**config.mk**
```make
export PLATFORM = sky130hd
export DESIGN_NAME = wwdt_timer
export DESIGN_NICKNAME = d
export VERILOG_FILES = /design/src/rtl/wwdt_pkg.sv /design/src/rtl/wwdt_timer.sv
export VERILOG_INCLUDE_DIRS = /design/src /design/src/rtl
export SDC_FILE = /design/constraint.sdc
export NUM_CORES = 1
export LEC_CHECK = 0
export ABC_AREA = 1
export ABC_CLOCK_PERIOD_IN_PS = 4940
export BUFFER_PORTS_ARGS = -buffer_cell sky130_fd_sc_hd__buf_2
export CORE_MARGIN = 4
export CORE_UTILIZATION = 35
export DETAILED_ROUTE_END_ITERATION = 8
export GPL_TIMING_DRIVEN = 0
export PLACE_DENSITY_LB_ADDON = 0.1
export SLEW_MARGIN = 30
export SYNTH_ARGS = -nofsm -noshare
export SYNTH_HDL_FRONTEND = slang
export SYNTH_SLANG_ARGS = --single-unit
```
**constraint.sdc**
```tcl
create_clock -name clk_i -period 4.94 [get_ports clk_i]
set_input_delay 1.482 -clock clk_i [delete_from_list [all_inputs] [get_ports clk_i]]
set_output_delay 1.482 -clock clk_i [all_outputs]
set_load 0.01 [all_outputs]
```
**src/rtl/wwdt_defs.svh**
```systemverilog
/*
 Constants for the windowed watchdog: register offsets, field positions,
 feed keys, reset values and tick source counts.
 Assumes a 32-bit classic Wishbone slave with word addresses in byte units.
*/
`ifndef WWDT_DEFS_SVH
`define WWDT_DEFS_SVH

`define WWDT_CTRL_OFS        4'h0
`define WWDT_FEED_OFS        4'h4
`define WWDT_CLKSEL_OFS      4'h8
`define WWDT_COUNT_OFS       4'hC

`define WWDT_BIT_RST_LATE    31
`define WWDT_BIT_RST_EARLY   30
`define WWDT_BIT_WIN_EN      29
`define WWDT_BIT_CLKRDY      28
`define WWDT_BIT_CLKRDY_IE   27
`define WWDT_RST_EARLY_HI    23
`define WWDT_RST_EARLY_LO    20
`define WWDT_INT_EARLY_HI    19
`define WWDT_INT_EARLY_LO    16
`define WWDT_BIT_INT_EARLY   12
`define WWDT_BIT_RST_EN      11
`define WWDT_BIT_INT_EN      10
`define WWDT_BIT_INT_LATE    9
`define WWDT_BIT_EN          8
`define WWDT_RST_LATE_HI     7
`define WWDT_RST_LATE_LO     4
`define WWDT_INT_LATE_HI     3
`define WWDT_INT_LATE_LO     0

`define WWDT_KEY_FIRST       8'hA5
`define WWDT_KEY_SECOND      8'h5A
`define WWDT_COUNT_ZERO      32'h0000_0000
`define WWDT_EXP_BASE        5'h1F
`define WWDT_CTRL_WMASK      32'hE8FF_1EFF
`define WWDT_SRC_W           2
`define WWDT_SRC_MAIN_N      2'h2
`define WWDT_SRC_LP_N        2'h3

`endif

```
**src/rtl/wwdt_pkg.sv**
```systemverilog
/*
 Types shared by the windowed watchdog.
 Assumes wwdt_defs.svh is included where constants are needed.
*/
package wwdt_pkg;
	typedef enum logic [1:0] {
		WWDT_FEED_IDLE,
		WWDT_FEED_ARMED
	} wwdt_feed_e;

	typedef enum logic [1:0] {
		WWDT_CLK_OFF,
		WWDT_CLK_SWITCH,
		WWDT_CLK_ON
	} wwdt_clk_e;
endpackage : wwdt_pkg

```
**src/rtl/wwdt_timer.sv**
```systemverilog
/*
 Windowed watchdog timer core with a classic Wishbone register slave.
 Assumes tick sources arrive asynchronously as pins and are synchronised here;
 the system reset logic answers sys_rst_req_o and then pulses sys_rst_i.
*/
// The Wishbone interface to the registers and the placing of the registers were left to the implementer.
`timescale 1ns/1ps
`include "wwdt_defs.svh"

module wwdt_timer
	import wwdt_pkg::*;
#(
	parameter bit LOW_POWER = 1'b0
) (
	input  wire logic        clk_i,
	input  wire logic        rst_i,
	input  wire logic        sys_rst_i,
	input  wire logic        ce_i,
	input  wire logic        wb_cyc_i,
	input  wire logic        wb_stb_i,
	input  wire logic        wb_we_i,
	input  wire logic [3:0]  wb_adr_i,
	input  wire logic [3:0]  wb_sel_i,
	input  wire logic [31:0] wb_dat_i,
	output logic      [31:0] wb_dat_o,
	output logic             wb_ack_o,
	input  wire logic [2:0]  tick_src_i,
	input  wire logic        sleep_i,
	input  wire logic        deep_power_i,
	output logic             irq_o,
	output logic             sys_rst_req_o,
	output logic             clk_ready_evt_o,
	output logic             wake_o
);

	////////////////////////////////////////////////////////////////////////////
	// Registers and wires

	logic        rst_late_reg;
	logic        rst_early_reg;
	logic        win_en_reg;
	logic        clkrdy_reg;
	logic        clkrdy_ie_reg;
	logic [3:0]  rst_early_val_reg;
	logic [3:0]  int_early_val_reg;
	logic        int_early_reg;
	logic        rst_en_reg;
	logic        int_en_reg;
	logic        int_late_reg;
	logic        en_reg;
	logic [3:0]  rst_late_val_reg;
	logic [3:0]  int_late_val_reg;
	logic [1:0]  clksel_reg;
	logic [31:0] watchdog_count_reg;
	logic [31:0] count_next;
	wwdt_feed_e  feed_reg;
	wwdt_clk_e   clk_state_reg;
	logic [2:0]  tick_meta_reg;
	logic [2:0]  tick_sync_reg;
	logic        tick_prev_reg;
	logic        tick_sel;
	logic        tick;
	logic        wr;
	logic        rd_sel;
	logic        feed_wr;
	logic        feed_done;
	logic        early_int_evt;
	logic        early_rst_evt;
	logic        late_int_evt;
	logic        late_rst_evt;
	logic        rst_evt;
	logic        ctrl_wr;
	logic [31:0] ctrl_wdata;
	logic [31:0] ctrl_rd;

	// Limit code n selects the count value two to the power (31 - n)
	function automatic logic [31:0] wwdt_limit(input logic [3:0] code);
		logic [4:0] sh;
		sh = `WWDT_EXP_BASE - {1'b0, code};
		wwdt_limit = 32'h0000_0001 << sh;
	endfunction : wwdt_limit

	////////////////////////////////////////////////////////////////////////////
	// Wishbone slave, one wait-free answer per request

	assign wr      = wb_cyc_i & wb_stb_i & wb_we_i & ~wb_ack_o;
	assign rd_sel  = wb_cyc_i & wb_stb_i & ~wb_ack_o;
	assign feed_wr = wr & wb_sel_i[0] & (wb_adr_i == `WWDT_FEED_OFS);
	assign ctrl_wr = wr & (wb_adr_i == `WWDT_CTRL_OFS);

	always_ff @(posedge clk_i) begin
		if (rst_i) begin
			wb_ack_o <= 1'b0;
		end else if (ce_i) begin
			wb_ack_o <= rd_sel;
		end
	end

	assign ctrl_rd = {rst_late_reg, rst_early_reg, win_en_reg, clkrdy_reg, clkrdy_ie_reg,
		3'h0, rst_early_val_reg, int_early_val_reg, 3'h0, int_early_reg, rst_en_reg,
		int_en_reg, int_late_reg, en_reg, rst_late_val_reg, int_late_val_reg};

	// Unmapped addresses read as zero and ignore writes
	always_ff @(posedge clk_i) begin
		if (rst_i) begin
			wb_dat_o <= 32'h0000_0000;
		end else if (ce_i && rd_sel) begin
			case (wb_adr_i)
				`WWDT_CTRL_OFS:   wb_dat_o <= ctrl_rd;
				`WWDT_CLKSEL_OFS: wb_dat_o <= {30'h0, clksel_reg};
				`WWDT_COUNT_OFS:  wb_dat_o <= watchdog_count_reg;
				default:          wb_dat_o <= 32'h0000_0000;
			endcase
		end
	end

	// Byte-lane merge of a control write
	always_comb begin
		ctrl_wdata = ctrl_rd;
		for (int i = 0; i < 4; i++) begin
			if (wb_sel_i[i]) begin
				ctrl_wdata[i*8 +: 8] = wb_dat_i[i*8 +: 8];
			end
		end
	end

	////////////////////////////////////////////////////////////////////////////
	// Feed detector

	always_ff @(posedge clk_i) begin
		if (rst_i || sys_rst_i) begin
			feed_reg <= WWDT_FEED_IDLE;
		end else if (ce_i && feed_wr) begin
			case (feed_reg)
				WWDT_FEED_IDLE: begin
					if (wb_dat_i[7:0] == `WWDT_KEY_FIRST) begin
						feed_reg <= WWDT_FEED_ARMED;
					end
				end
				// Any second write ends the attempt; a fresh first key re-arms
				WWDT_FEED_ARMED: begin
					if (wb_dat_i[7:0] == `WWDT_KEY_FIRST) begin
						feed_reg <= WWDT_FEED_ARMED;
					end else begin
						feed_reg <= WWDT_FEED_IDLE;
					end
				end
				default: feed_reg <= WWDT_FEED_IDLE;
			endcase
		end
	end

	assign feed_done = feed_wr & (feed_reg == WWDT_FEED_ARMED)
		& (wb_dat_i[7:0] == `WWDT_KEY_SECOND);

	////////////////////////////////////////////////////////////////////////////
	// Tick source synchronisers and edge detect

	for (genvar g = 0; g < 3; g++) begin : g_sync
		always_ff @(posedge clk_i) begin
			if (rst_i) begin
				tick_meta_reg[g] <= 1'b0;
				tick_sync_reg[g] <= 1'b0;
			end else if (ce_i) begin
				tick_meta_reg[g] <= tick_src_i[g];
				tick_sync_reg[g] <= tick_meta_reg[g];
			end
		end
	end

	// Main instance offers two sources, low-power three
	always_comb begin
		if (clksel_reg < (LOW_POWER ? `WWDT_SRC_LP_N : `WWDT_SRC_MAIN_N)) begin
			tick_sel = tick_sync_reg[clksel_reg];
		end else begin
			tick_sel = 1'b0;
		end
	end

	always_ff @(posedge clk_i) begin
		if (rst_i) begin
			tick_prev_reg <= 1'b0;
		end else if (ce_i) begin
			tick_prev_reg <= tick_sel;
		end
	end

	// Gated tick stands in for the stopped watchdog clock
	assign tick = tick_sel & ~tick_prev_reg & (clk_state_reg == WWDT_CLK_ON);

	////////////////////////////////////////////////////////////////////////////
	// Count and events

	always_comb begin
		count_next = watchdog_count_reg + 32'h0000_0001;
	end

	assign late_int_evt  = tick & (count_next == wwdt_limit(int_late_val_reg));
	assign late_rst_evt  = tick & (count_next == wwdt_limit(rst_late_val_reg));
	assign early_rst_evt = feed_done
		& (watchdog_count_reg < wwdt_limit(rst_early_val_reg));
	assign early_int_evt = feed_done & ~early_rst_evt
		& (watchdog_count_reg < wwdt_limit(int_early_val_reg));
	// Early reset acts only with the window on; late ones always
	assign rst_evt = rst_en_reg & (late_rst_evt | (early_rst_evt & win_en_reg));

	always_ff @(posedge clk_i) begin
		if (rst_i || sys_rst_i) begin
			watchdog_count_reg <= `WWDT_COUNT_ZERO;
		end else if (ce_i) begin
			if (feed_done) begin
				watchdog_count_reg <= `WWDT_COUNT_ZERO;
			end else if (tick) begin
				watchdog_count_reg <= count_next;
			end
		end
	end

	// Single-cycle request toward the system reset logic
	always_ff @(posedge clk_i) begin
		if (rst_i || sys_rst_i) begin
			sys_rst_req_o <= 1'b0;
		end else if (ce_i) begin
			sys_rst_req_o <= rst_evt & ~sys_rst_req_o;
		end
	end

	////////////////////////////////////////////////////////////////////////////
	// Control register; enable and reset flags survive system reset

	always_ff @(posedge clk_i) begin
		if (rst_i) begin
			rst_late_reg  <= 1'b0;
			rst_early_reg <= 1'b0;
			en_reg        <= 1'b0;
		end else if (ce_i) begin
			if (ctrl_wr) begin
				rst_late_reg  <= ctrl_wdata[`WWDT_BIT_RST_LATE];
				rst_early_reg <= ctrl_wdata[`WWDT_BIT_RST_EARLY];
				en_reg        <= ctrl_wdata[`WWDT_BIT_EN];
			end
			// Hardware set wins over a software clear
			if (late_rst_evt) begin
				rst_late_reg <= 1'b1;
			end
			if (early_rst_evt) begin
				rst_early_reg <= 1'b1;
			end
		end
	end

	always_ff @(posedge clk_i) begin
		if (rst_i || sys_rst_i) begin
			win_en_reg        <= 1'b0;
			clkrdy_ie_reg     <= 1'b0;
			rst_early_val_reg <= 4'h0;
			int_early_val_reg <= 4'h0;
			int_early_reg     <= 1'b0;
			rst_en_reg        <= 1'b0;
			int_en_reg        <= 1'b0;
			int_late_reg      <= 1'b0;
			rst_late_val_reg  <= 4'h0;
			int_late_val_reg  <= 4'h0;
			clksel_reg        <= 2'h0;
		end else if (ce_i) begin
			if (ctrl_wr) begin
				win_en_reg        <= ctrl_wdata[`WWDT_BIT_WIN_EN];
				clkrdy_ie_reg     <= ctrl_wdata[`WWDT_BIT_CLKRDY_IE];
				rst_early_val_reg <= ctrl_wdata[`WWDT_RST_EARLY_HI:`WWDT_RST_EARLY_LO];
				int_early_val_reg <= ctrl_wdata[`WWDT_INT_EARLY_HI:`WWDT_INT_EARLY_LO];
				int_early_reg     <= ctrl_wdata[`WWDT_BIT_INT_EARLY];
				rst_en_reg        <= ctrl_wdata[`WWDT_BIT_RST_EN];
				int_en_reg        <= ctrl_wdata[`WWDT_BIT_INT_EN];
				int_late_reg      <= ctrl_wdata[`WWDT_BIT_INT_LATE];
				rst_late_val_reg  <= ctrl_wdata[`WWDT_RST_LATE_HI:`WWDT_RST_LATE_LO];
				int_late_val_reg  <= ctrl_wdata[`WWDT_INT_LATE_HI:`WWDT_INT_LATE_LO];
			end
			if (wr && wb_sel_i[0] && wb_adr_i == `WWDT_CLKSEL_OFS) begin
				clksel_reg <= wb_dat_i[`WWDT_SRC_W-1:0];
			end
			if (early_int_evt) begin
				int_early_reg <= 1'b1;
			end
			if (late_int_evt) begin
				int_late_reg <= 1'b1;
			end
		end
	end

	////////////////////////////////////////////////////////////////////////////
	// Clock switch status; one tick-free cycle models the switch delay

	always_ff @(posedge clk_i) begin
		if (rst_i) begin
			clk_state_reg <= WWDT_CLK_OFF;
			clkrdy_reg    <= 1'b0;
		end else if (ce_i) begin
			if (ctrl_wr && wb_sel_i[1] && (wb_dat_i[`WWDT_BIT_EN] != en_reg)) begin
				clk_state_reg <= WWDT_CLK_SWITCH;
				clkrdy_reg    <= 1'b0;
			end else begin
				case (clk_state_reg)
					WWDT_CLK_SWITCH: begin
						clk_state_reg <= en_reg ? WWDT_CLK_ON : WWDT_CLK_OFF;
						clkrdy_reg    <= 1'b1;
					end
					WWDT_CLK_ON:  clk_state_reg <= en_reg ? WWDT_CLK_ON : WWDT_CLK_SWITCH;
					WWDT_CLK_OFF: clk_state_reg <= en_reg ? WWDT_CLK_SWITCH : WWDT_CLK_OFF;
					default:      clk_state_reg <= WWDT_CLK_OFF;
				endcase
			end
		end
	end

	// Ready rising is a separate event output, never an event flag
	always_ff @(posedge clk_i) begin
		if (rst_i) begin
			clk_ready_evt_o <= 1'b0;
		end else if (ce_i) begin
			clk_ready_evt_o <= clkrdy_ie_reg & (clk_state_reg == WWDT_CLK_SWITCH);
		end
	end

	////////////////////////////////////////////////////////////////////////////
	// Interrupt and wake-up levels

	// Early interrupt drives the line only with the window on
	assign irq_o = int_en_reg & (int_late_reg | (int_early_reg & win_en_reg));

	// Deeper power states wake only the low-power instance
	assign wake_o = irq_o & (sleep_i | (deep_power_i & LOW_POWER));

endmodule : wwdt_timer

```
After elaboration in Yosys (flattened, before gate mapping):

Index checks and enable logic that the tools add are counted.

* bits in registers: 106
* input bits: 52

* add/sub/neg operators: 5
* $lt $le $gt $ge: 4
* eq/ne operators: 12
* shifts and indexed selects: 4
* mux-type cells: 26
* bitwise operators: 29
* reduce and logical (&&, ||, !) cells: 32

Operators by type and width (count)
* 1-bit by 5-bit << shifter with 32-bit output, first input constant: 4
* 32-bit one-hot mux with 3 select lines: 1
* 32-bit == test: 2
* 32-bit < comparator: 2
* 32-bit two-way mux: 2
* 32-bit by 1-bit adder with 32-bit output, second input constant: 1
* 3-bit AND reduction: 8
* 1-bit bitwise AND: 23
* 2-bit nonzero test: 10
* 5-bit by 4-bit subtractor with 5-bit output, first input constant: 4
* 1-bit two-way mux: 14
* 4-bit == test, second input constant: 2
* 8-bit by 7-bit == test with 1-bit output, second input constant: 1
* 8-bit == test, second input constant: 1
* 2-bit two-way mux: 4
* 8-bit two-way mux: 1
* 2-bit AND reduction: 4
* 1-bit logical AND: 6
* 2-bit one-hot mux with 3 select lines: 1
* 5-bit two-way mux: 1
* 2-bit by 1-bit == test with 1-bit output, second input constant: 2
* 4-bit by 3-bit == test with 1-bit output, second input constant: 1
* 2-bit zero test: 2
* 4-bit zero test: 1
* 10 further kinds: 14

Longest topological paths before layout:

Gate-level depths: netlist of the first run.

* depth in word-level cells: 13
* depth in mapped cells: 17
* depth with buffers taken out: 17

Least setup slack after synthesis of the first run:

No wires, ideal clock.

* path type: input port to output port
* start: input port sleep_i
* end: output port wake_o
* arrival: 1.647 ns
* data required time: 3.458 ns
* path slack: 1.811 ns
* cell stages on the path: 1
* buffers on the path: 0
* cell sequence: and2_1

* longest elaborated chain between the ends: 1

RTL lines
* start, declared: RTL line wwdt_timer.sv:28 `input wire logic sleep_i,`
* 1-bit bitwise AND: RTL line wwdt_timer.sv:331 `assign wake_o = irq_o & (sleep_i | (deep_power_i & LOW_POWER));`
* end, declared: RTL line wwdt_timer.sv:33 `output logic wake_o`

No other way between the ends.

Worst setup path after layout of the first run:

* start: input port wb_cyc_i
* end: register watchdog_count_reg[9]

* longest elaborated chain between the ends: 9
* elaborated cells on any way between the ends: 10
* those cells by class: mux (1); bitwise (7); reduce/logical (2)

RTL lines
* start, declared: RTL line wwdt_timer.sv:19 `input wire logic wb_cyc_i,`
* 1-bit bitwise AND * (3 in a row): RTL line wwdt_timer.sv:86 `assign wr = wb_cyc_i & wb_stb_i & wb_we_i & ~wb_ack_o;`
* 1-bit bitwise AND * (2 in a row): RTL line wwdt_timer.sv:88 `` assign feed_wr = wr & wb_sel_i[0] & (wb_adr_i == `WWDT_FEED_OFS); ``
* 1-bit bitwise AND * (2 in a row): RTL line wwdt_timer.sv:153 `assign feed_done = feed_wr & (feed_reg == WWDT_FEED_ARMED)`
* 2-bit nonzero test (no source line)
* 2-bit AND reduction (no source line)
* end signal, assigned: RTL line wwdt_timer.sv:209 `` watchdog_count_reg <= `WWDT_COUNT_ZERO; ``
* end signal, assigned: RTL line wwdt_timer.sv:212 `` watchdog_count_reg <= `WWDT_COUNT_ZERO; ``
* end signal, assigned: RTL line wwdt_timer.sv:214 `watchdog_count_reg <= count_next;`
* end, declared: RTL line wwdt_timer.sv:54 `logic [31:0] watchdog_count_reg;`

Mark *: on every way between the ends. The rest lies on a longest branch, timed or not.
A chain may end at the register's enable or synchronous reset.

==> results.cfg, run 1 <==
[logic_synthesis]
synth_xor_xnor_area_share_pct = 2.39
synthMuxAreaShare_pct = 0
synth-adder-area-share_pct = 5.89
yosysTopAreaCellShare_pct = 29.4
synth_compound_area_share_pct = 15.5
yosys_warnings = 0
synthesis.nets = 1199
syn-cell-area_um2 = 7010
synth_cells = 1114
synth-seq-area-share_pct = 29.4
yosys.area_share.simple_pct = 38.4
yosys-top-cells-area = dfxtp_1, nand2_1, nor2_1, a21oi_1, ha_1
yosysTopAreaCell = dfxtp_1
avgSynthCellArea_um2 = 6.29
ys_ff_latch = 103
synth.distinct_cells = 43
synth_top_family_by_area = simple AND/OR/NAND/NOR gates

[routing]
avgViaCountPerCell = 5.18
drtAntennaViolNets = 0
drt_iter0_drc = 561
via_count = 7634
drtPass1Iterations = 5
drc = 0
wirelength_mm = 25.4
wire_per_inst_um = 17.2

[critical_path]
critPathLaunchType = primary input
worstSetupPathType = primary input to flip-flop
arrival_ns = 3.73
crit_top_cell = nand2_1
end_kind = flip-flop
crit_fanout = 10
cpPeakStageDelay_ns = 0.43
crit_chain = buf_2 > nand2_1 > nor2_1 > inv_1 > nor2_1 > nand2_1 > nor4_4 > inv_1 > nand2_1 > clkinv_1 > buf_2 > nand2_1 > a21oi_1
required_ns = 5.16
cpMaxStageDelayCell = nor4_4

[floorplan]
placementRows = 51
core_um2 = 19600
die_w_um = 149
start_util_pct = 35.8
boundaryPins = 89
dieHeight_um = 149
die_area_um2 = 22300

[timing]
clock_skew_ns = 0.0170
worst_slew_pin_slew_ns = 0.757
hold_viol = 0
period_share_pct = 71.1
slew_viol_final = 0
holdWs_ns = 0.463
max_slew_margin_pct = 49.6
setup-violations-final = 0
setup_tns_ns = 0
clock.fmax_ghz = 0.285
rsz0062_at_grt = no
layout_min_cycle_time_ns = 3.51

[power_and_ir_drop]
power_frac_clock_pct = 45.6
total_leakage_power_uw = 0.00318
p_comb_share_pct = 4.7
switchingPower_uw = 449
p_sw_share_pct = 26.7
power_frac_seq_pct = 49.7
cellPowerDensity_nw_per_um2 = 209
p_int_uw = 1230
ir_worst_vdd_mv = 0.166

[grt]
track_usage_pct = 22.9
grt_start_max_net_pins = 21
grt_pass1_vias = 7023
antenna_found_initial = 0
grt_pass1_wl_mm = 39.4
grt-ovfl-total = 0

[placed_design]
gp_congestion = 0.935
port_buffers = 78
dpl.hpwl_mm = 20.1

[cts]
clk_latency_ns = 0.37
cts-root-buf = clkbuf_16
cts.repair.resized = 0
clockBufferDepth = 2
post-cts-setup-buffers = 0
hold_buffers = 0
htree_levels = 3
cts_buffers = 9
path_clk_slew_ns = 0.08
cts_tree = built
clkSinkCount = 103

[layout]
area_growth_pct = 14.7
drive_gt1_share_pct = 11.5
antenna_cells = 0
nets = 1288
fill_cells = 2195

[min_path]
hp-class = flip-flop to flip-flop

[flow_run]
max-cap-violations = 0

[outcome]
outcome = finished clean
-- per-stage QoR --
stage | setup WS (ns) | util (%) | instances | cell area [um2] | total power, uW
floorplan | 1.81 | - | 1114 | 7010 | 893
global placement | 1.12 | 39.5 | 1457 | 7730 | 933
detailed placement | 1.08 | 39.5 | 1457 | 7730 | 933
CTS | 1.46 | 41.0 | 1473 | 8040 | 1690
global route | 1.19 | 41.0 | 1473 | 8040 | 1730
finish | 1.43 | 41.0 | 1473 | 8040 | 1680
-- cells by family (layout without fill, tap and decap cells) --
kind of cell | Yosys count | after routing
and+or+nand+nor | 609 | 609
AOI/OAI and AO/OA | 197 | 197
xor gates and xnor gates | 17 | 17
buffers and inverters | 155 | 249
adders and majority gates | 33 | 33
DFF | 103 | 103
-- worst paths after layout --
| kind | startpoint | to | slack [ns] | cells past startpoint |
|---|---|---|---|---|
| setup reg to reg | rst_early_val_reg[0] | rst_early_reg | 2.11 | 15 |
| hold reg to reg | wb_dat_o[4] | wb_dat_o[4] | 0.46 | 2 |
| hold / removal | wb_dat_o[4] | wb_dat_o[4] | 0.46 | 2 |
| setup / recovery | wb_cyc_i | watchdog_count_reg[9] | 1.43 | 13 |
-- cell usage after synthesis (all sizes together) --
cell     instances
a211oi          11
a21boi           1
a21o             1
a21oi          100
a31oi            2
and2             4
buf              5
clkbuf          33
clkinv          14
dfxtp          103
ha              33
inv            103
nand2          324
nand3           62
nand3b           6
nand4           41
nor2           148
nor3            16
nor3b            1
nor4             6
o2111ai          1
o211ai           3
o21a             2
o21ai           46
o21bai           1
o22ai           28
o31ai            1
or3b             1
xnor2            4
xor2            13
-- power groups by stage --
stage	Sequential [uW]	Combinational, uW	Clock, uW
after detailed placement	855	78.4	0
after global routing	836	88.2	810
final	835	78.6	767
after floorplan	855	38.7	0
after global placement	855	78.6	0
after CTS	835	78.7	779
-- per-layer routing --
metal  part of all wire (%)  GRT usage [%]  up-vias
met4                    2.4           5.72        0
li1                       -              -     3876
met2                     43           35.5      257
met1                     48           33.2     3458
met3                    6.2           3.94       43
met5                      0              0        -
-- area by class of cell --
cell class	count	area (um2)	share of cell area, %
timing repair buffer	78	390	4.86
multi-input combinational	856	4360	54.2
tap	265	332	4.13
inverter	117	439	5.46
clock inverter	6	70.1	0.872
clock buffer	10	239	2.97
buffer	38	149	1.85
sequential	103	2060	25.7
-- layout by cell type, fill, tap and decap left out, types with 5 or more instances in the layout --
cell type,netlist,routed
o22ai_1,28,28
inv_1,99,99
nand2_2,14,14
clkbuf_1,33,33
dfxtp_1,103,103
nor4_1,5,5
clkinv_1,14,14
ha_1,33,33
clkbuf_16,0,9
nand4_1,41,41
nor3_1,15,15
nand3_1,61,61
a21oi_1,99,99
nand2_1,308,308
nor2_2,6,6
nor2_1,136,136
buf_2,5,83
a211oi_1,11,11
xor2_1,12,12
nor2_4,5,5
nand3b_1,6,6
o21ai_0,41,41
-- worst max-delay path: cells and delay by family --
family                 cells  cell delay (ns)
AND/OR/NAND/NOR            7             1.26
AO/OA/AOI/OAI              1             0.06
buffers and inverters      5             0.93
No activity file was read; power rests on OpenSTA's default activity.
==> inputs of run 2 (changes only) <==
--- a/config.mk
+++ b/config.mk
@@ -6,8 +6,8 @@
 export SDC_FILE = /design/constraint.sdc
 export NUM_CORES = 1
 export LEC_CHECK = 0
-export ABC_AREA = 1
-export ABC_CLOCK_PERIOD_IN_PS = 4940
+export ABC_AREA = 0
+export ABC_CLOCK_PERIOD_IN_PS = 3700
 export BUFFER_PORTS_ARGS = -buffer_cell sky130_fd_sc_hd__buf_2
 export CORE_MARGIN = 4
 export CORE_UTILIZATION = 35
==> constraint.sdc (replaced) <==
create_clock -name clk_i -period 3.7 [get_ports clk_i]
set_input_delay 1.11 -clock clk_i [delete_from_list [all_inputs] [get_ports clk_i]]
set_output_delay 1.11 -clock clk_i [all_outputs]
set_load 0.01 [all_outputs]
==> run 2 against run 1 <==
Setup slack got worse by 1.2 ns; first-iteration DRC count fell by 0.53%; largest power group unchanged; sequential power rose by 33%; cell count fell by 12%; flip-flop and latch count did not move; clock-buffer cell count fell by 1; largest cell class unchanged; critical endpoint is now sys_rst_req_o.
==> results.cfg, run 2 <==
[outcome]
outcome = finished clean

[grt]
antenna_found_initial = 0
grt-ovfl-total = 0
grt_pass1_vias = 6820
grt_pass1_wl_mm = 39.1
grt_start_max_net_pins = 21
track_usage_pct = 22.6

[layout]
multi_input_area_um2 = 4600
nets = 1115
antenna_cells = 0
final_cell_mix = nor2_1, dfxtp_1, a21oi_1, buf_2, nand2_1
seqCellArea_um2 = 2060
fill_cells = 2106
drive_gt1_share_pct = 14.1
layout_commonest_cell = nor2_1
area_growth_pct = 15.8

[timing]
max_slew_margin_pct = 48.1
worst_slew_pin_slew_ns = 0.776
layout_min_cycle_time_ns = 3.50
setup-violations-final = 0
rsz0062_at_grt = yes
period_share_pct = 94.5
hold_viol = 0
worst_slack_ns = 0.203
clock.fmax_ghz = 0.286
slew_viol_final = 0
clock_skew_ns = 0.0108
setup_tns_ns = 0

[routing]
drtPass1Iterations = 5
via_count = 7289
drtAntennaViolNets = 0
drc = 0
drt_iter0_drc = 558
wire_per_inst_um = 19.7
maxUsedRoutingLayer = met4
avgViaCountPerCell = 5.61
met2WireLength_mm = 11.8
wirelength_mm = 25.6
dr_wl_met3_mm = 1.66
wl_met1_mm = 11.5

[floorplan]
core_um2 = 19600
die_w_um = 150
placementRows = 51
boundaryPins = 89
start_util_pct = 35.9
dieHeight_um = 150
die_area_um2 = 22400

[critical_path]
crit_fanout = 8
critPathLaunchType = flip-flop
required_ns = 3.99
cpMaxStageDelayCell = or4bb_1
crit_buf_inv = 1
cpLargestDelayFamily = simple AND/OR/NAND/NOR gates
arrival_ns = 3.78
crit_chain = ha_2 > nand4_4 > nor4_4 > buf_4 > nand3_1 > xor2_2 > a21boi_0 > or4bb_1 > nor4_4 > nand3_1 > a31oi_1
r2r_slack_ns = 0.20
worstSetupPathType = flip-flop to flip-flop
cp.depth = 11
end_kind = flip-flop
cpPeakStageDelay_ns = 0.62
r2r_cells = 11

[logic_synthesis]
yosysMostFrequentCell = nor2_1
yosysTopAreaCell = dfxtp_1
synth.distinct_cells = 74
synthesis.nets = 1024
async_reset_ff_share_pct = 0
avgSynthCellArea_um2 = 7.49
yosysTopAreaCellShare_pct = 29.3
yosys_warnings = 0
syn-cell-area_um2 = 7040
ys.flop_type = dfxtp_1
yosys-top-cells-area = dfxtp_1, nor2_1, a21oi_1, ha_1, nand3_1
synth_cells = 939
netlist_top_cells_count = nor2_1, dfxtp_1, a21oi_1, nand2_1, clkbuf_1
ys_ff_latch = 103
synth_edf_count = 0
synth-seq-area-share_pct = 29.3

[cts]
cts-root-buf = clkbuf_16
cts_buffers = 9
clockBufferDepth = 2
htree_levels = 3
cts_tree = built
clkSinkCount = 103
clk_latency_ns = 0.36
hold_buffers = 0
path_clk_slew_ns = 0.09

[power_and_ir_drop]
cellPowerDensity_nw_per_um2 = 272
switchingPower_uw = 587
p_total_uw = 2210
p_sw_share_pct = 26.5
total_leakage_power_uw = 0.00309
power_frac_clock_pct = 45.1
power_frac_seq_pct = 50.3
ir_worst_vdd_mv = 0.226
p_int_uw = 1630
p_comb_share_pct = 4.6

[min_path]
min_path_cells = 2
hp-class = flip-flop to flip-flop

[placed_design]
port_buffers = 76
dpl.hpwl_mm = 19.7
place_ws_ns = -0.474
gp_congestion = 0.890

[flow_run]
max-cap-violations = 0
[run 2: cell count changes after synthesis, moves of 14 or more]
cell,change
clkbuf_1,+28
clkinv_1,-14
nor2b_1,+16
o22ai_1,-24
nand2_1,-238
and3_1,+14
nand4_1,-16
mux2i_1,+17
a22oi_1,+37
inv_1,-87
or3_1,+16
nand2_2,-14
xnor2_1,+15
[run 2: path summary, 6_finish.rpt]
| check | from | end |
|---|---|---|
| worst min register to register | clk_ready_evt_o | clk_ready_evt_o |
| worst max register to register | watchdog_count_reg[1] | sys_rst_req_o |
| worst min-delay path | clk_ready_evt_o | clk_ready_evt_o |
| worst max-delay path | watchdog_count_reg[1] | sys_rst_req_o |
[run 2: power by group through the flow]
stage	clock network (uW)	logic [uW]	registers, uW
finish	999	101	1110
global route	1050	110	1110
floorplan	0	47.7	1140
global placement	0	100	1140
detailed placement	0	100	1140
CTS	1020	101	1110
[run 2: through the flow]
step / hold slack (ns) / util (%) / cell area (um2) / cells
floorplan: 0.444 / - / 7040 / 939
global placement: 0.466 / 39.6 / 7750 / 1280
detailed placement: 0.475 / 39.6 / 7760 / 1281
CTS: 0.488 / 41.2 / 8080 / 1297
global route: 0.506 / 41.6 / 8150 / 1300
finish: 0.482 / 41.6 / 8150 / 1300
[run 2: per-layer routing]
layer  GRT usage [%]  up-vias
met1            29.8     3415
met3            4.33       44
met4            7.96        0
li1                -     3584
met5               0        -
met2            37.1      246
[run 2: worst min-delay path, cell delays in order (launching register included)]
cell and delay [ns]:
dfxtp_1 0.32, nand2b_1 0.07, a21oi_1 0.05
[run 2: logic make-up (layout without fill, tap and decap cells)]
| group | Yosys count | after routing | share of synthesized area [%] |
|---|---|---|---|
| compound gates | 239 | 239 | 21.2 |
| xor+xnor | 26 | 26 | 3.43 |
| fa+ha+maj | 33 | 33 | 5.87 |
| buf+inv | 89 | 185 | 6.26 |
| flops | 103 | 103 | 29.3 |
| mux | 21 | 21 | 3.06 |
| simple gates | 428 | 428 | 30.9 |
[run 2: final cells by class]
cell class	instances	share of cell area, %
multi-input combinational	747	56.5
sequential	103	25.3
timing repair buffer	80	5.01
buffer	77	4.90
tap	265	4.07
clock buffer	9	2.76
clock inverter	7	0.875
inverter	12	0.553
[run 2: what timing repair did]
item / CTS / global route
pin swaps: 1 / 1
buffers inserted: 0 / 3
gates resized for setup: 3 / 15
endpoints found under the setup margin: 27 / 17
